[src/cvrc_pkg.sv]
// cvrc_pkg: register map, field positions and reset values for the comparator/vref control bank
package cvrc_pkg;
  localparam int          ADDR_W         = 12;
  localparam int          DATA_W         = 32;
  localparam int          REG_W          = 16;
  localparam int          LVL_W          = 4;
  localparam int          TAP_W          = 6;
  // byte addresses of the two registers
  localparam logic [11:0] CMP_CTRL_ADDR  = 12'h000;
  localparam logic [11:0] VREF_CTRL_ADDR = 12'h004;
  // comparator_control fields
  localparam int          CMP1_POS_BIT   = 0;
  localparam int          CMP1_NEG_BIT   = 1;
  localparam int          CMP2_POS_BIT   = 2;
  localparam int          CMP2_NEG_BIT   = 3;
  localparam int          CMP1_INV_BIT   = 4;
  localparam int          CMP2_INV_BIT   = 5;
  localparam int          CMP1_RES_BIT   = 6;
  localparam int          CMP2_RES_BIT   = 7;
  localparam int          CMP1_DRV_BIT   = 8;
  localparam int          CMP2_DRV_BIT   = 9;
  localparam logic [5:0]  CMP_CFG_RST    = 6'h00;
  localparam logic [1:0]  CMP_DRV_RST    = 2'h0;
  // vref_control fields
  localparam int          LVL_LSB        = 0;
  localparam int          SRC_SEL_BIT    = 4;
  localparam int          RANGE_SEL_BIT  = 5;
  localparam int          VPIN_DRV_BIT   = 6;
  localparam int          VREF_EN_BIT    = 7;
  localparam logic [7:0]  VREF_CTRL_RST  = 8'h00;
  // ladder tap offsets: high range starts at 0, low range starts 8 of 32 taps up
  localparam logic [5:0]  TAP_OFS_LOW    = 6'h08;
  localparam logic [5:0]  TAP_OFS_HIGH   = 6'h00;
  localparam logic [5:0]  DIV_LOW        = 6'h20;
  localparam logic [5:0]  DIV_HIGH       = 6'h18;
  // input routing choices
  typedef enum logic [1:0] {CVRC_SRC_PIN_POS, CVRC_SRC_PIN_NEG, CVRC_SRC_LADDER} cvrc_src_t;
endpackage

[src/cvrc_sync.sv]
// cvrc_sync: three-stage input synchroniser, change taken when stages two and three agree
`timescale 1ns/1ps
module cvrc_sync
(
  input  wire logic pclk,
  input  wire logic presetn,
  input  wire logic d,
  output logic      q
);
  logic s1_r;
  logic s2_r;
  logic s3_r;
  logic q_r;

  // first stage is read only by the second
  always_ff @(posedge pclk or negedge presetn)
  begin
    if (!presetn)
    begin
      s1_r <= 1'b0;
      s2_r <= 1'b0;
      s3_r <= 1'b0;
      q_r  <= 1'b0;
    end
    else
    begin
      s1_r <= d;
      s2_r <= s1_r;
      s3_r <= s2_r;
      if (s2_r == s3_r)
        q_r <= s3_r;
    end
  end

  assign q = q_r;
endmodule

[src/cvrc_regs.sv]
// cvrc_regs: apb register bank steering two comparators and their voltage reference ladder
//
// Overview of operation
// - cmp2_invert set inverts comparator 2 result
// - cmp1_invert set inverts comparator 1 result
// - cmp2_neg_sel picks comparator 2 inverting input
// - cmp2_pos_sel picks pin or ladder, comparator 2
// - cmp1_neg_sel picks comparator 1 inverting input
// - cmp1_pos_sel picks pin or ladder, comparator 1
// - two ranges, sixteen levels, 4-bit code
// - bit 5 selects active reference range
// - range sets level step size
// - bit 4 selects supply or external source
`timescale 1ns/1ps
module cvrc_regs
(
  input  wire logic        pclk,
  input  wire logic        presetn,
  input  wire logic        psel,
  input  wire logic        penable,
  input  wire logic        pwrite,
  input  wire logic [11:0] paddr,
  input  wire logic [31:0] pwdata,
  input  wire logic [3:0]  pstrb,
  output logic [31:0]      prdata,
  output logic             pready,
  output logic             pslverr,
  input  wire logic        cmp1_raw,
  input  wire logic        cmp2_raw,
  output logic             cmp1_result,
  output logic             cmp2_result,
  output logic             cmp1_pin_drive,
  output logic             cmp2_pin_drive,
  output logic [1:0]       cmp1_pos_route,
  output logic [1:0]       cmp1_neg_route,
  output logic [1:0]       cmp2_pos_route,
  output logic [1:0]       cmp2_neg_route,
  output logic             vref_enable,
  output logic             vref_pin_drive,
  output logic             vref_range_sel,
  output logic             vref_source_sel,
  output logic [3:0]       vref_level_code,
  output logic [5:0]       ref_ladder_tap,
  output logic [5:0]       ref_ladder_div
);
  logic [5:0]  cmp_cfg_r;
  logic [1:0]  cmp_drv_r;
  logic [7:0]  vref_ctrl_r;
  logic [5:0]  cmp_cfg_nxt;
  logic [1:0]  cmp_drv_nxt;
  logic [7:0]  vref_ctrl_nxt;
  logic [31:0] prdata_r;
  logic        pslverr_r;
  logic        cmp1_res_r;
  logic        cmp2_res_r;
  logic [1:0]  c1p_r;
  logic [1:0]  c1n_r;
  logic [1:0]  c2p_r;
  logic [1:0]  c2n_r;
  logic [5:0]  tap_r;
  logic [5:0]  div_r;
  logic        cmp1_sync;
  logic        cmp2_sync;

  // routing of one selector bit to a source code
  function automatic cvrc_pkg::cvrc_src_t pos_route(input logic sel);
    pos_route = sel ? cvrc_pkg::CVRC_SRC_PIN_POS : cvrc_pkg::CVRC_SRC_LADDER;
  endfunction

  function automatic cvrc_pkg::cvrc_src_t neg_route(input logic sel);
    neg_route = sel ? cvrc_pkg::CVRC_SRC_PIN_POS : cvrc_pkg::CVRC_SRC_PIN_NEG;
  endfunction

  // comparator results arrive from the analog side, asynchronous to pclk
  cvrc_sync u_sync1
  (
    .pclk    (pclk),
    .presetn (presetn),
    .d       (cmp1_raw),
    .q       (cmp1_sync)
  );

  cvrc_sync u_sync2
  (
    .pclk    (pclk),
    .presetn (presetn),
    .d       (cmp2_raw),
    .q       (cmp2_sync)
  );

  // bus decode; zero wait states so access phase always completes
  wire         acc       = psel & penable;
  wire         hit_cmp   = (paddr == cvrc_pkg::CMP_CTRL_ADDR);
  wire         hit_vref  = (paddr == cvrc_pkg::VREF_CTRL_ADDR);
  wire         unmapped  = ~(hit_cmp | hit_vref);
  wire         wr_cmp0   = acc & pwrite & hit_cmp & pstrb[0];
  wire         wr_cmp1   = acc & pwrite & hit_cmp & pstrb[1];
  wire         wr_vref0  = acc & pwrite & hit_vref & pstrb[0];
  wire         setup_rd  = psel & ~penable & ~pwrite;

  assign cmp_cfg_nxt   = wr_cmp0 ? pwdata[cvrc_pkg::CMP2_INV_BIT:cvrc_pkg::CMP1_POS_BIT] : cmp_cfg_r;
  assign cmp_drv_nxt   = wr_cmp1 ? pwdata[cvrc_pkg::CMP2_DRV_BIT:cvrc_pkg::CMP1_DRV_BIT] : cmp_drv_r;
  assign vref_ctrl_nxt = wr_vref0 ? pwdata[cvrc_pkg::VREF_EN_BIT:cvrc_pkg::LVL_LSB] : vref_ctrl_r;

  // result bits are read-only: writes to bits 7:6 are dropped
  wire [31:0]  rd_cmp    = {16'h0000, 6'h00, cmp_drv_r, cmp2_res_r, cmp1_res_r, cmp_cfg_r};
  wire [31:0]  rd_vref   = {24'h000000, vref_ctrl_r};
  wire [31:0]  rd_mux    = hit_cmp ? rd_cmp : (hit_vref ? rd_vref : 32'h00000000);

  // inversion applied after synchronising so both paths see the same latency
  wire         res1_nxt  = cmp1_sync ^ cmp_cfg_r[cvrc_pkg::CMP1_INV_BIT];
  wire         res2_nxt  = cmp2_sync ^ cmp_cfg_r[cvrc_pkg::CMP2_INV_BIT];

  wire         rng       = vref_ctrl_r[cvrc_pkg::RANGE_SEL_BIT];
  wire [5:0]   lvl6      = {2'h0, vref_ctrl_r[cvrc_pkg::LVL_LSB +: cvrc_pkg::LVL_W]};
  // high range: code/24 of span; low range: (8+code)/32 of span
  wire [5:0]   tap_nxt   = lvl6 + (rng ? cvrc_pkg::TAP_OFS_HIGH : cvrc_pkg::TAP_OFS_LOW);
  wire [5:0]   div_nxt   = rng ? cvrc_pkg::DIV_HIGH : cvrc_pkg::DIV_LOW;

  always_ff @(posedge pclk or negedge presetn)
  begin
    if (!presetn)
    begin
      cmp_cfg_r   <= cvrc_pkg::CMP_CFG_RST;
      cmp_drv_r   <= cvrc_pkg::CMP_DRV_RST;
      vref_ctrl_r <= cvrc_pkg::VREF_CTRL_RST;
    end
    else
    begin
      cmp_cfg_r   <= cmp_cfg_nxt;
      cmp_drv_r   <= cmp_drv_nxt;
      vref_ctrl_r <= vref_ctrl_nxt;
    end
  end

  // read data captured in the setup cycle, valid through the access phase
  always_ff @(posedge pclk or negedge presetn)
  begin
    if (!presetn)
    begin
      prdata_r  <= 32'h00000000;
      pslverr_r <= 1'b0;
    end
    else
    begin
      prdata_r  <= setup_rd ? rd_mux : 32'h00000000;
      pslverr_r <= psel & ~penable & unmapped;
    end
  end

  always_ff @(posedge pclk or negedge presetn)
  begin
    if (!presetn)
    begin
      cmp1_res_r <= 1'b0;
      cmp2_res_r <= 1'b0;
      c1p_r      <= cvrc_pkg::CVRC_SRC_LADDER;
      c1n_r      <= cvrc_pkg::CVRC_SRC_PIN_NEG;
      c2p_r      <= cvrc_pkg::CVRC_SRC_LADDER;
      c2n_r      <= cvrc_pkg::CVRC_SRC_PIN_NEG;
      tap_r      <= cvrc_pkg::TAP_OFS_LOW;
      div_r      <= cvrc_pkg::DIV_LOW;
    end
    else
    begin
      cmp1_res_r <= res1_nxt;
      cmp2_res_r <= res2_nxt;
      c1p_r      <= pos_route(cmp_cfg_nxt[cvrc_pkg::CMP1_POS_BIT]);
      c1n_r      <= neg_route(cmp_cfg_nxt[cvrc_pkg::CMP1_NEG_BIT]);
      c2p_r      <= pos_route(cmp_cfg_nxt[cvrc_pkg::CMP2_POS_BIT]);
      c2n_r      <= neg_route(cmp_cfg_nxt[cvrc_pkg::CMP2_NEG_BIT]);
      tap_r      <= tap_nxt;
      div_r      <= div_nxt;
    end
  end

  assign prdata          = prdata_r;
  assign pready          = 1'b1;
  assign pslverr         = pslverr_r;
  assign cmp1_result     = cmp1_res_r;
  assign cmp2_result     = cmp2_res_r;
  // no pin is driven here: the remap fabric outside must route these
  assign cmp1_pin_drive  = cmp_drv_r[0];
  assign cmp2_pin_drive  = cmp_drv_r[1];
  assign cmp1_pos_route  = c1p_r;
  assign cmp1_neg_route  = c1n_r;
  assign cmp2_pos_route  = c2p_r;
  assign cmp2_neg_route  = c2n_r;
  assign vref_enable     = vref_ctrl_r[cvrc_pkg::VREF_EN_BIT];
  assign vref_pin_drive  = vref_ctrl_r[cvrc_pkg::VPIN_DRV_BIT];
  assign vref_range_sel  = vref_ctrl_r[cvrc_pkg::RANGE_SEL_BIT];
  assign vref_source_sel = vref_ctrl_r[cvrc_pkg::SRC_SEL_BIT];
  // settling is left to software; no busy flag is kept
  assign vref_level_code = vref_ctrl_r[cvrc_pkg::LVL_LSB +: cvrc_pkg::LVL_W];
  assign ref_ladder_tap  = tap_r;
  assign ref_ladder_div  = div_r;

  a_inv_cmp1: assert property (@(posedge pclk) disable iff (!presetn)
    cmp1_result == ($past(cmp1_sync) ^ $past(cmp_cfg_r[cvrc_pkg::CMP1_INV_BIT])))
    else $error("cmp1 result polarity wrong");
  a_inv_cmp2: assert property (@(posedge pclk) disable iff (!presetn)
    cmp2_result == ($past(cmp2_sync) ^ $past(cmp_cfg_r[cvrc_pkg::CMP2_INV_BIT])))
    else $error("cmp2 result polarity wrong");
  a_route_cmp2_neg_sel: assert property (@(posedge pclk) disable iff (!presetn)
    wr_cmp0 |=> cmp2_neg_route == ($past(pwdata[cvrc_pkg::CMP2_NEG_BIT]) ? 2'd0 : 2'd1)
    && cmp_cfg_r == $past(pwdata[cvrc_pkg::CMP2_INV_BIT:cvrc_pkg::CMP1_POS_BIT]))
    else $error("cmp2 negative route wrong");
  a_route_cmp2_pos_sel: assert property (@(posedge pclk) disable iff (!presetn)
    cmp2_pos_route == (cmp_cfg_r[cvrc_pkg::CMP2_POS_BIT] ? 2'd0 : 2'd2))
    else $error("cmp2 positive route wrong");
  a_route_cmp1_neg_sel: assert property (@(posedge pclk) disable iff (!presetn)
    cmp1_neg_route == (cmp_cfg_r[cvrc_pkg::CMP1_NEG_BIT] ? 2'd0 : 2'd1))
    else $error("cmp1 negative route wrong");
  a_route_cmp1_pos_sel: assert property (@(posedge pclk) disable iff (!presetn)
    cmp1_pos_route == (cmp_cfg_r[cvrc_pkg::CMP1_POS_BIT] ? 2'd0 : 2'd2))
    else $error("cmp1 positive route wrong");
  // tap and divider are registered from the current field value, so they trail it by one edge
  a_ladder_range: assert property (@(posedge pclk) disable iff (!presetn)
    ref_ladder_div == ($past(vref_range_sel) ? 6'd24 : 6'd32)
    && ref_ladder_tap == {2'h0, $past(vref_level_code)} + ($past(vref_range_sel) ? 6'd0 : 6'd8))
    else $error("ladder tap or step wrong");
  a_vref_write: assert property (@(posedge pclk) disable iff (!presetn)
    wr_vref0 |=> vref_enable == $past(pwdata[7]) && vref_pin_drive == $past(pwdata[6])
    && vref_range_sel == $past(pwdata[5]) && vref_source_sel == $past(pwdata[4]))
    else $error("vref control write lost");
  a_vref_hold: assert property (@(posedge pclk) disable iff (!presetn)
    !wr_vref0 |=> $stable(vref_ctrl_r))
    else $error("vref control changed without write");
  a_unmapped_err: assert property (@(posedge pclk) disable iff (!presetn)
    (psel && !penable && unmapped) |=> pslverr && prdata == 32'h0)
    else $error("unmapped access not flagged");

  // register storage and hold
  a_drv_write: assert property (@(posedge pclk) disable iff (!presetn)
    wr_cmp1
    |=> cmp_drv_r == $past(pwdata[cvrc_pkg::CMP2_DRV_BIT:cvrc_pkg::CMP1_DRV_BIT]))
    else $error("pin drive write lost");
  a_drv_hold: assert property (@(posedge pclk) disable iff (!presetn)
    !wr_cmp1
    |=> $stable(cmp_drv_r))
    else $error("pin drive changed without write");
  a_cfg_hold: assert property (@(posedge pclk) disable iff (!presetn)
    !wr_cmp0
    |=> $stable(cmp_cfg_r))
    else $error("comparator config changed without write");
  a_inv1_write: assert property (@(posedge pclk) disable iff (!presetn)
    wr_cmp0
    |=> cmp_cfg_r[cvrc_pkg::CMP1_INV_BIT] == $past(pwdata[cvrc_pkg::CMP1_INV_BIT]))
    else $error("cmp1 invert write lost");
  a_inv2_write: assert property (@(posedge pclk) disable iff (!presetn)
    wr_cmp0
    |=> cmp_cfg_r[cvrc_pkg::CMP2_INV_BIT] == $past(pwdata[cvrc_pkg::CMP2_INV_BIT]))
    else $error("cmp2 invert write lost");
  a_level_write: assert property (@(posedge pclk) disable iff (!presetn)
    wr_vref0
    |=> vref_level_code == $past(pwdata[cvrc_pkg::LVL_LSB +: cvrc_pkg::LVL_W]))
    else $error("level code write lost");
  a_src_write: assert property (@(posedge pclk) disable iff (!presetn)
    wr_vref0
    |=> vref_source_sel == $past(pwdata[cvrc_pkg::SRC_SEL_BIT]))
    else $error("source select write lost");
  a_range_write: assert property (@(posedge pclk) disable iff (!presetn)
    wr_vref0
    |=> vref_range_sel == $past(pwdata[cvrc_pkg::RANGE_SEL_BIT]))
    else $error("range select write lost");
  a_pin_write: assert property (@(posedge pclk) disable iff (!presetn)
    wr_vref0
    |=> vref_pin_drive == $past(pwdata[cvrc_pkg::VPIN_DRV_BIT]))
    else $error("reference pin drive write lost");
  a_en_write: assert property (@(posedge pclk) disable iff (!presetn)
    wr_vref0
    |=> vref_enable == $past(pwdata[cvrc_pkg::VREF_EN_BIT]))
    else $error("reference enable write lost");

  // ladder and routing legality
  a_ladder_bounds: assert property (@(posedge pclk) disable iff (!presetn)
    ref_ladder_tap < ref_ladder_div
    && ref_ladder_tap >= cvrc_pkg::TAP_OFS_HIGH)
    else $error("ladder tap beyond divider");
  a_div_choice: assert property (@(posedge pclk) disable iff (!presetn)
    ref_ladder_div == cvrc_pkg::DIV_HIGH
    || ref_ladder_div == cvrc_pkg::DIV_LOW)
    else $error("ladder divider illegal");
  a_low_floor: assert property (@(posedge pclk) disable iff (!presetn)
    !$past(vref_range_sel)
    |-> ref_ladder_tap >= cvrc_pkg::TAP_OFS_LOW)
    else $error("low range tap below floor");
  a_pos1_legal: assert property (@(posedge pclk) disable iff (!presetn)
    cmp1_pos_route == cvrc_pkg::CVRC_SRC_PIN_POS
    || cmp1_pos_route == cvrc_pkg::CVRC_SRC_LADDER)
    else $error("cmp1 positive route illegal");
  a_pos2_legal: assert property (@(posedge pclk) disable iff (!presetn)
    cmp2_pos_route == cvrc_pkg::CVRC_SRC_PIN_POS
    || cmp2_pos_route == cvrc_pkg::CVRC_SRC_LADDER)
    else $error("cmp2 positive route illegal");
  a_neg1_legal: assert property (@(posedge pclk) disable iff (!presetn)
    cmp1_neg_route == cvrc_pkg::CVRC_SRC_PIN_POS
    || cmp1_neg_route == cvrc_pkg::CVRC_SRC_PIN_NEG)
    else $error("cmp1 negative route illegal");
  a_neg2_legal: assert property (@(posedge pclk) disable iff (!presetn)
    cmp2_neg_route == cvrc_pkg::CVRC_SRC_PIN_POS
    || cmp2_neg_route == cvrc_pkg::CVRC_SRC_PIN_NEG)
    else $error("cmp2 negative route illegal");

  // read path, error response and result hold
  a_rd_vref: assert property (@(posedge pclk) disable iff (!presetn)
    (setup_rd && hit_vref)
    |=> prdata == {24'h000000, $past(vref_ctrl_r)})
    else $error("reference control read wrong");
  a_rd_cfg: assert property (@(posedge pclk) disable iff (!presetn)
    (setup_rd && hit_cmp)
    |=> prdata[cvrc_pkg::CMP2_INV_BIT:cvrc_pkg::CMP1_POS_BIT] == $past(cmp_cfg_r)
    && prdata[cvrc_pkg::CMP2_DRV_BIT:cvrc_pkg::CMP1_DRV_BIT] == $past(cmp_drv_r))
    else $error("comparator control read wrong");
  a_rd_results: assert property (@(posedge pclk) disable iff (!presetn)
    (setup_rd && hit_cmp)
    |=> prdata[cvrc_pkg::CMP1_RES_BIT] == $past(cmp1_result)
    && prdata[cvrc_pkg::CMP2_RES_BIT] == $past(cmp2_result))
    else $error("result bits read wrong");
  a_rd_idle: assert property (@(posedge pclk) disable iff (!presetn)
    !setup_rd
    |=> prdata == 32'h00000000)
    else $error("read data outside access phase");
  a_err_idle: assert property (@(posedge pclk) disable iff (!presetn)
    !(psel && !penable && unmapped)
    |=> !pslverr)
    else $error("error flagged without unmapped access");
  a_unmapped_hold: assert property (@(posedge pclk) disable iff (!presetn)
    (acc && pwrite && unmapped)
    |=> $stable(cmp_cfg_r) && $stable(cmp_drv_r) && $stable(vref_ctrl_r))
    else $error("unmapped write changed a register");
  a_res1_hold: assert property (@(posedge pclk) disable iff (!presetn)
    $stable(cmp1_sync) && $stable(cmp_cfg_r[cvrc_pkg::CMP1_INV_BIT])
    |=> $stable(cmp1_result))
    else $error("cmp1 result moved without cause");
  a_res2_hold: assert property (@(posedge pclk) disable iff (!presetn)
    $stable(cmp2_sync) && $stable(cmp_cfg_r[cvrc_pkg::CMP2_INV_BIT])
    |=> $stable(cmp2_result))
    else $error("cmp2 result moved without cause");

  c_vref_on: cover property (@(posedge pclk) disable iff (!presetn) wr_vref0 ##1 vref_enable);
  c_inverted: cover property (@(posedge pclk) disable iff (!presetn) cmp_cfg_r[cvrc_pkg::CMP1_INV_BIT] && cmp1_result);
  c_high_range: cover property (@(posedge pclk) disable iff (!presetn) vref_range_sel && vref_level_code == 4'hf);
  c_err: cover property (@(posedge pclk) disable iff (!presetn) pslverr);
  c_low_range: cover property (@(posedge pclk) disable iff (!presetn) !vref_range_sel && vref_level_code == 4'hf);
endmodule

[config.mk]
export PLATFORM = sky130hd
export DESIGN_NAME = cvrc_regs
export DESIGN_NICKNAME = d
export VERILOG_FILES = /design/src/cvrc_pkg.sv /design/src/cvrc_sync.sv /design/src/cvrc_regs.sv
export SDC_FILE = /design/constraint.sdc
export NUM_CORES = 1
export LEC_CHECK = 0
export BUFFER_PORTS_ARGS = -buffer_cell sky130_fd_sc_hd__buf_2
export CAP_MARGIN = 25
export CORE_MARGIN = 5
export CORE_UTILIZATION = 46
export CTS_CLUSTER_DIAMETER = 200
export DETAILED_ROUTE_END_ITERATION = 8
export GPL_TIMING_DRIVEN = 1
export PLACE_DENSITY = 0.92
export REMOVE_ABC_BUFFERS = 1
export SETUP_SLACK_MARGIN = 0.5
export SYNTH_ARGS = -nofsm -noshare
export SYNTH_HDL_FRONTEND = slang
export SYNTH_SLANG_ARGS = --single-unit
[constraint.sdc]
create_clock -name pclk -period 2.5 [get_ports pclk]
set_input_delay 0.125 -clock pclk [delete_from_list [all_inputs] [get_ports pclk]]
set_output_delay 0.125 -clock pclk [all_outputs]
set_load 0.01 [all_outputs]
==> impl_metrics.csv, run 1 <==
group,metric,value,unit
timing,drv_slew,0,
global_routing,grt_pass1_wl,6.45,mm
power_and_ir_drop,ir_drop,0.483,mV
global_routing,gr-total-overflow,0,
floorplanning,die-area,5830,µm²
worst_setup_path,cp_top_family,"simple AND/OR/NAND/NOR gates",
worst_setup_path,critPathMaxStageDelay,0.57,ns
global_routing,grt_pass1_vias,1329,
final_layout,drive_above_1_share,46.6,%
worst_setup_path,crit_path_end_kind,"register",
final_layout,final_util,58.4,%
final_layout,layout.nets,278,
placement,gp_congestion,0.726,
power_and_ir_drop,swShare,19.5,%
worst_setup_path,arrival,1.83,ns
timing,setup_viol,0,
floorplanning,rows,24,
floorplanning,die_h,76.3,µm
worst_hold_path,min_path_type,"primary input to register",
yosys,yosys_warnings,0,
timing,min_period,1.64,ns
worst_setup_path,slowest_stage,"or4_4",
routing,totalWireLength,3.97,mm
global_routing,grt_max_degree,49,
routing,num_vias,1267,
routing,drt-initial-drc-count,30,
worst_hold_path,hp-start,"penable",
final_layout,diodes,0,
final_layout,area_delta_synth_final,24.8,%
worst_setup_path,crit_chain,"buf_2, or4_4, nor4_4, buf_4, mux2_2",
yosys,netlist_area,2020,µm²
routing,drt_first_pass_iters,4,
yosys,ys_ff_latch,48,
yosys,avgSynthCellArea,13.8,µm²
power_and_ir_drop,clkPwrFrac,45.5,%
power_and_ir_drop,power,1.65,mW
power_and_ir_drop,p_per_area,654,nW/µm²
placement,dpl.cell_count,259,
yosys,ys_seq_area_share,59.7,%
clocking,path_clk_slew,0.09,ns
global_routing,grtUsageTotal,13.8,%
power_and_ir_drop,p_leak,1.34,nW
timing,max_freq,610,MHz
clocking,clock_sinks,48,
routing,viasPerCell,4.61,
worst_setup_path,r2r_cells,1,
worst_setup_path,crit_type,"primary input to register",
floorplanning,start_util,46.8,%
placement,dp_hpwl,2.91,mm
clocking,cts_buffers,5,
clocking,clock_latency,0.30,ns
timing,final_hold_viol_count,0,
floorplanning,io_pins,121,
routing,ant_nets,0,
power_and_ir_drop,combPwrFrac,6.4,%
power_and_ir_drop,internal_power,1.33,mW
power_and_ir_drop,seq_power_share,48.1,%
yosys,syn_inst,147,
worst_setup_path,r2r_start,"u_sync2.q",
worst_setup_path,required,2.69,ns
worst_setup_path,ff2ff_setup_slack,1.63,ns
clocking,cts_root_buffer,"clkbuf_8",
clocking,cts_tree,"yes",
worst_hold_path,hold_end,"pslverr",
routing,drc,0,
yosys,synth_cell_type_count,22,
timing,period_share,65.6,%
power_and_ir_drop,switchingPower,0.323,mW
worst_setup_path,cp_max_fo,5,
timing,worst_pin_slew,0.524,ns
worst_setup_path,cp_num_buf_inv,2,
timing,setup_ws,0.860,ns
timing,finClkSkew,0.00968,ns
clocking,clockBufferDepth,2,
worst_hold_path,min_path_cells,2,
worst_setup_path,start_kind,"primary input",
worst_setup_path,reg2reg_to,"u_sync2.q",
floorplanning,core_area,4320,µm²
run_status,status,"complete, no violations",
timing,maxSlewHeadroom,65.0,%
placement,placed_cell_area,2280,µm²
clocking,ctsHtreeMaxLevel,2,
clocking,postCtsSetupBuffers,0,
placement,io_buffers,65,
final_layout,postLayoutCellArea,2530,µm²
routing,wl_per_cell,14.4,µm
global_routing,grt_antenna_before_repair,0,
timing,rsz0062_at_grt,"no",
final_layout,fin_cells,275,
flow_run,max-cap-violations,0,
placement,post-place-ws,0.508,ns
floorplanning,die_w,76.3,µm
worst max-delay path by stage:
stage                     startpoint              to  slack [ns]  cells past startpoint
final                       paddr[9]  vref_ctrl_r[0]        0.86                      5
after global routing        paddr[7]  vref_ctrl_r[0]        0.79                      5
after CTS                   paddr[9]  vref_ctrl_r[0]        0.84                      5
after detailed placement    paddr[9]  vref_ctrl_r[0]        0.51                      5
after global placement      paddr[9]  vref_ctrl_r[2]        0.52                      5
after floorplan             paddr[9]        register      -0.007                      3
layer usage:
metal | share of wire [%] | routed length, µm | vias to the layer above | track usage [%]
met5 | 0 | 0 | - | 0
met4 | 1.2 | 47 | 0 | 5.24
met3 | 9.8 | 387 | 6 | 5.79
met2 | 53 | 2110 | 56 | 24.4
met1 | 36 | 1430 | 618 | 14.3
li1 | - | - | 587 | -
synth_stat cells:
library cell,n,share of area (%)
nand4b_1,1,0.43
conb_1,2,0.37
nor4_1,4,1.2
clkbuf_1,1,0.19
or4b_2,1,0.49
mux2i_1,12,5.9
a311oi_1,1,0.43
nor2_1,8,1.5
mux2_2,16,8.9
or4_4,2,1.1
nand4_1,2,0.62
or4b_1,1,0.49
nor3b_1,3,1.1
buf_4,36,13
ha_1,1,0.62
nor4_4,1,1.1
nor3_1,1,0.25
xor2_1,2,0.87
maj3_1,2,0.99
dfstp_2,6,7.8
dfrtp_1,42,52
inv_1,2,0.37
layout by cell type, fill, tap and decap left out, drive strengths merged:
cell	n
bufinv	3
dfstp	6
nand4	2
mux2	16
inv	2
nor3	1
a311oi	1
xor2	2
nor4	5
nand4b	1
mux2i	12
or4b	2
conb	31
dlygate4sd3	7
clkbuf	5
buf	69
ha	1
nor3b	3
or4	2
dfrtp	42
nor2	8
maj3	2
power groups by stage:
stage	sequential [mW]	clock [mW]	combinational (mW)
2_1_floorplan	0.811	0	0.0360
3_3_place_gp	0.810	0	0.0900
3_5_place_dp	0.810	0	0.0931
4_1_cts	0.795	0.769	0.100
5_1_grt	0.797	0.800	0.118
6_report	0.795	0.751	0.106
registers in the layout, indices dropped and copies added, names as in the netlist, named ones only:
name,flops
cmp1_pos_route,1
u_sync2.s1_r,1
vref_ctrl_r,8
u_sync2.s2_r,1
u_sync2.s3_r,1
pslverr,1
u_sync1.s1_r,1
prdata,10
u_sync1.s2_r,1
u_sync1.q,1
ref_ladder_div,2
ref_ladder_tap,5
u_sync1.s3_r,1
cmp2_pos_route,1
cmp1_neg_route,1
cmp2_neg_route,1
u_sync2.q,1
cmp_cfg_r,2
cmp1_result,1
cmp_drv_r,2
cmp2_result,1
repair_timing:
action	4_1_cts	5_1_grt
hold endpoints to repair	6	44
resized for setup	0	0
hold buffers	6	1
cell type report:
class,count,area [µm²]
tap,52,65.1
multi-input combinational,89,649
timing repair buffer,76,438
sequential,48,1210
clock inverter,3,90.1
clock buffer,5,68.8
fill,385,1800
inverter,2,7.51
through the flow:
stage / hold WS (ns) / TNS (ns)
detailed placement: 0.234 / 0
CTS: 0.00701 / 0
global route: 0.0140 / 0
global placement: 0.232 / 0
floorplan: -0.171 / -0.0402
finish: 0.0108 / 0
cells by family after synthesis:
logic type / Yosys count / synth area share (%)
AOI/OAI and AO/OA: 1 / 0.433
other: 2 / 0.371
buffers and inverters: 39 / 13.9
DFF: 48 / 59.7
and+or+nand+nor: 24 / 8.28
adders and majority gates: 3 / 1.61
muxes: 28 / 14.8
xor gates and xnor gates: 2 / 0.865
No activity file was read; power rests on OpenSTA's default activity.
==> inputs of run 2 (changes only) <==
Settings changed: CORE_UTILIZATION 46 to 43, PLACE_DENSITY 0.92 to 0.88.
Clock period 2.5 ns to 1.6 ns, I/O delays scaled along.
==> impl_metrics.csv, run 2 (synthesized netlist as in run 1, its figures left out) <==
group,metric,value,unit
run_status,status,"complete, no violations",
placement,placed_cell_area,2350,µm²
global_routing,gr-total-overflow,0,
global_routing,grt_antenna_before_repair,0,
worst_setup_path,crit_path_end_kind,"register",
worst_setup_path,cp_num_buf_inv,2,
routing,totalWireLength,4.49,mm
timing,drv_slew,0,
worst_setup_path,arrival,1.64,ns
timing,final_hold_viol_count,0,
worst_setup_path,required,1.79,ns
timing,finClkSkew,0.0104,ns
placement,post-place-ws,-0.165,ns
timing,min_period,1.44,ns
timing,whs,0.0162,ns
final_layout,postLayoutCellArea,2740,µm²
timing,setup_viol,0,
power_and_ir_drop,p_per_area,855,nW/µm²
clocking,clock_latency,0.30,ns
global_routing,grt_pass1_wl,7.00,mm
worst_setup_path,cp_top_family,"simple AND/OR/NAND/NOR gates",
floorplanning,start_util,43.4,%
final_layout,n_fill_cell,391,
placement,gp_congestion,0.724,
routing,viasPerCell,4.53,
final_layout,final_util,58.8,%
routing,wl_per_cell,15.4,µm
final_layout,layout.nets,292,
timing,finalSetupTns,0,ns
routing,wl_met3,330,µm
floorplanning,die_h,78.6,µm
routing,ant_nets,0,
timing,max_freq,693,MHz
worst_setup_path,crit_type,"primary input to register",
worst_setup_path,cp_max_fo,5,
timing,setup_ws,0.156,ns
floorplanning,die-area,6180,µm²
routing,top_layer,"met4",
routing,num_vias,1318,
final_layout,largest_reg_flops,10,
clocking,cts_tree,"yes",
timing,rsz0062_at_grt,"yes",
clocking,cts_buffers,5,
floorplanning,core_area,4660,µm²
floorplanning,io_pins,121,
final_layout,drive_above_1_share,51.5,%
final_layout,layout.cells.most_common_list,"buf_2 (60), dfrtp_1 (42), conb_1 (31), mux2_4 (15), buf_4 (12)",
worst_setup_path,crit_chain,"buf_6, or4_4, nor4_4, buf_4, mux2_4",
routing,drt-initial-drc-count,31,
floorplanning,rows,25,
global_routing,grt_max_degree,30,
worst_setup_path,start_kind,"primary input",
worst_setup_path,critPathMaxStageDelay,0.58,ns
routing,drc,0,
routing,wl_met2,2.41,mm
final_layout,final_common_cell,"buf_2",
worst_setup_path,slowest_stage,"or4_4",
global_routing,grtUsageTotal,15.0,%
power_and_ir_drop,ir_drop,0.484,mV
clocking,path_clk_slew,0.09,ns
clocking,ctsHtreeMaxLevel,2,
global_routing,grt_pass1_vias,1415,
final_layout,area_delta_synth_final,35.3,%
final_layout,seq_area,1210,µm²
clocking,clockBufferDepth,2,
power_and_ir_drop,p_leak,1.44,nW
routing,drt_first_pass_iters,4,
worst_hold_path,min_path_type,"primary input to register",
placement,io_buffers,65,
clocking,clock_sinks,48,
final_layout,diodes,0,
timing,period_share,90.2,%
routing,wl_met1,1.70,mm
flow_run,max-cap-violations,0,
floorplanning,die_w,78.6,µm
clocking,cts_root_buffer,"clkbuf_8",
placement,dp_hpwl,2.98,mm
final_layout,multi_input_area,742,µm²
==> run 2: cell types whose count changed in the layout (fill, tap and decap cells not counted), sizes merged <==
cell / change
dlygate4sd3: +1
clkbuf: +1
buf: +13
clkinv: +1
bufinv: -2
==> run 2: worst register-to-register path: stages (launching register included) <==
cell and delay (ns):
dfrtp_1 0.43, inv_1 0.08, ha_1 0.29
==> run 2: repair_timing <==
item / CTS / global route
hold buffers: 8 / 0
buffers inserted: 2 / 3
cloned: 1 / 0
hold endpoints to repair: 21 / 0
endpoints found under the setup margin: 20 / 23
pin swaps: 4 / 4
gates resized for setup: 29 / 4
==> run 2: path summary, 6_finish.rpt <==
| path | slack (ns) | endpoint | startpoint | cells past startpoint |
|---|---|---|---|---|
| worst min register to register | 0.34 | u_sync2.s2_r | u_sync2.s1_r | 0 |
| worst max register to register | 0.73 | ref_ladder_tap[3] | vref_ctrl_r[5] | 2 |
| min in group asynchronous | 0.25 | prdata[5] | presetn | 2 |
| max in group asynchronous | 0.77 | cmp2_pos_route[1] | presetn | 3 |
| worst min-delay path | 0.02 | vref_ctrl_r[6] | pwdata[6] | 2 |
| worst max-delay path | 0.16 | register | paddr[4] | 5 |
==> run 2: final cells by class <==
cell class              count  share of cell area (%)
clock buffers               6                    3.02
multi-input cells          89                    27.1
flip-flops and latches     48                    44.1
repair buffers             90                    21.6
inverters                   2                   0.274
clock inverters             2                    1.42
well taps                  54                    2.47
==> run 2: through the flow <==
step / power (mW) / instances
after floorplan: 1.32 / 139
after global placement: 1.42 / 269
after detailed placement: 1.42 / 269
after CTS: 2.36 / 288
after global routing: 2.45 / 291
final: 2.34 / 291
==> run 2: where the power goes <==
| group | switching [mW] | total [mW] | internal, mW |
|---|---|---|---|
| Clock | 0.396 | 0.907 | 0.511 |
| Combinational | 0.110 | 0.192 | 0.0816 |
| Sequential | 0.00954 | 1.24 | 1.23 |
| Total | 0.516 | 2.34 | 1.82 |
==> run 2: routing by layer <==
layer	vias to the layer above	global-route usage, %
met4	0	5.24
met2	51	26.8
met3	4	5.05
met5	-	0
li1	613	-
met1	650	16.4
==> inputs of run 3 (changes only) <==
Settings changed: REMOVE_ABC_BUFFERS 1 to not set, SLEW_MARGIN set to 20.
==> impl_metrics.csv, run 3 (synthesized netlist as in run 1, its figures left out) <==
group,metric,value,unit
placement,post-place-ws,-0.170,ns
final_layout,seq_area,1210,µm²
clocking,cts_buffers,5,
placement,gp_congestion,0.719,
routing,num_vias,1328,
global_routing,grt-busiest-layer,"met2",
routing,totalWireLength,4.19,mm
placement,dp_hpwl,3.08,mm
global_routing,use_met3,4.93,%
worst_setup_path,crit_type,"primary input to register",
floorplanning,die_w,78.6,µm
worst_hold_path,min_path_type,"primary input to register",
final_layout,largest_reg_flops,10,
routing,ant_nets,0,
worst_setup_path,cp_max_fo,5,
routing,drt-initial-drc-count,24,
clocking,clock_sinks,48,
floorplanning,start_util,43.4,%
final_layout,n_fill_cell,380,
global_routing,grt_pass1_vias,1356,
timing,rsz0062_at_grt,"yes",
global_routing,grt_max_degree,20,
floorplanning,core_area,4660,µm²
worst_setup_path,start_kind,"primary input",
clocking,ctsHtreeMaxLevel,2,
final_layout,area_delta_synth_final,32.7,%
global_routing,met1_usage,15.4,%
floorplanning,die-area,6180,µm²
timing,drv_slew,0,
final_layout,diodes,0,
global_routing,gr-total-overflow,0,
worst_setup_path,r2r_cells,2,
final_layout,layout.nets,290,
routing,drt_first_pass_iters,4,
flow_run,max-cap-violations,0,
timing,setup_viol,0,
power_and_ir_drop,p_per_area,851,nW/µm²
final_layout,drive_above_1_share,50.2,%
global_routing,use_met2,23.8,%
final_layout,final_common_cell,"buf_2",
clocking,cts_tree,"yes",
clocking,clock_latency,0.30,ns
placement,placed_cell_area,2340,µm²
timing,max_freq,708,MHz
timing,final_hold_viol_count,0,
worst_setup_path,arrival,1.59,ns
worst_setup_path,required,1.78,ns
worst_hold_path,min_path_cells,2,
run_status,status,"complete, no violations",
routing,viasPerCell,4.60,
clocking,cts_root_buffer,"clkbuf_8",
timing,min_period,1.41,ns
final_layout,multi_input_area,728,µm²
power_and_ir_drop,p_leak,1.41,nW
power_and_ir_drop,ir_drop,0.370,mV
floorplanning,die_h,78.6,µm
timing,setup_ws,0.188,ns
global_routing,grt_pass1_wl,6.64,mm
floorplanning,rows,25,
global_routing,grtUsageTotal,13.8,%
clocking,clockBufferDepth,2,
routing,wl_per_cell,14.5,µm
timing,finClkSkew,0.00701,ns
floorplanning,io_pins,121,
final_layout,layout.cells.most_common_list,"buf_2 (60), dfrtp_1 (42), conb_1 (31), mux2_4 (14), buf_4 (11)",
routing,drc,0,
worst_setup_path,crit_path_end_kind,"register",
global_routing,grt_antenna_before_repair,0,
clocking,path_clk_slew,0.09,ns
final_layout,postLayoutCellArea,2690,µm²
timing,period_share,88.2,%
placement,io_buffers,65,
## run 3: report_power, final
group          switching [mW]  internal [mW]
clock network           0.399          0.462
logic                   0.105         0.0763
registers              0.0102           1.23
total                   0.514           1.77
## run 3: worst max-delay path: stages
cell	delay [ns]
buf_6	0.09
or4_4	0.57
nor4_4	0.35
buf_6	0.19
mux2_4	0.30
## run 3: final timing paths
path                           startpoint           endpoint  slack (ns)
max reg2reg                vref_ctrl_r[5]  ref_ladder_tap[3]        0.71
min in group asynchronous         presetn          prdata[1]        0.23
max                              paddr[0]           register        0.19
max in group asynchronous         presetn  cmp1_pos_route[1]        0.78
min reg2reg                  u_sync1.s1_r       u_sync1.s2_r        0.35
min                             pwdata[9]       cmp_drv_r[1]        0.01
## run 3: per-layer routing
metal,vias up,routed length (µm)
met5,-,0
met4,0,44
met3,5,352
met2,53,2230
met1,661,1560
li1,609,-
## run 3: per-stage QoR
step / setup TNS [ns] / hold slack (ns) / cells / total power, mW / utilization (%)
final: 0 / 0.0123 / 289 / 2.28 / 57.6
after global routing: 0 / 0.00720 / 289 / 2.37 / 57.6
after CTS: 0 / 0.00311 / 288 / 2.29 / 56.9
after detailed placement: -2.23 / 0.0303 / 269 / 1.42 / 50.2
after global placement: -1.85 / 0.0217 / 269 / 1.41 / 50.2
after floorplan: -0.0716 / -0.216 / 176 / 1.39 / -
## run 3: repair_timing
action | in CTS | in global routing
setup endpoints to repair | 20 | 21
pin swaps | 5 | 4
resized for setup | 24 | 5
setup buffers | 2 | 0
hold endpoints to repair | 19 | 1
hold buffers | 8 | 1
cloned | 1 | 0
## run 3: area by class of cell
type / instances / share of cell area, %
Clock buffer: 5 / 2.56
Clock inverter: 3 / 1.58
Inverter: 2 / 0.279
Multi-Input combinational cell: 89 / 27.1
Sequential cell: 48 / 45.0
Tap cell: 54 / 2.52
Timing Repair Buffer: 88 / 21.0
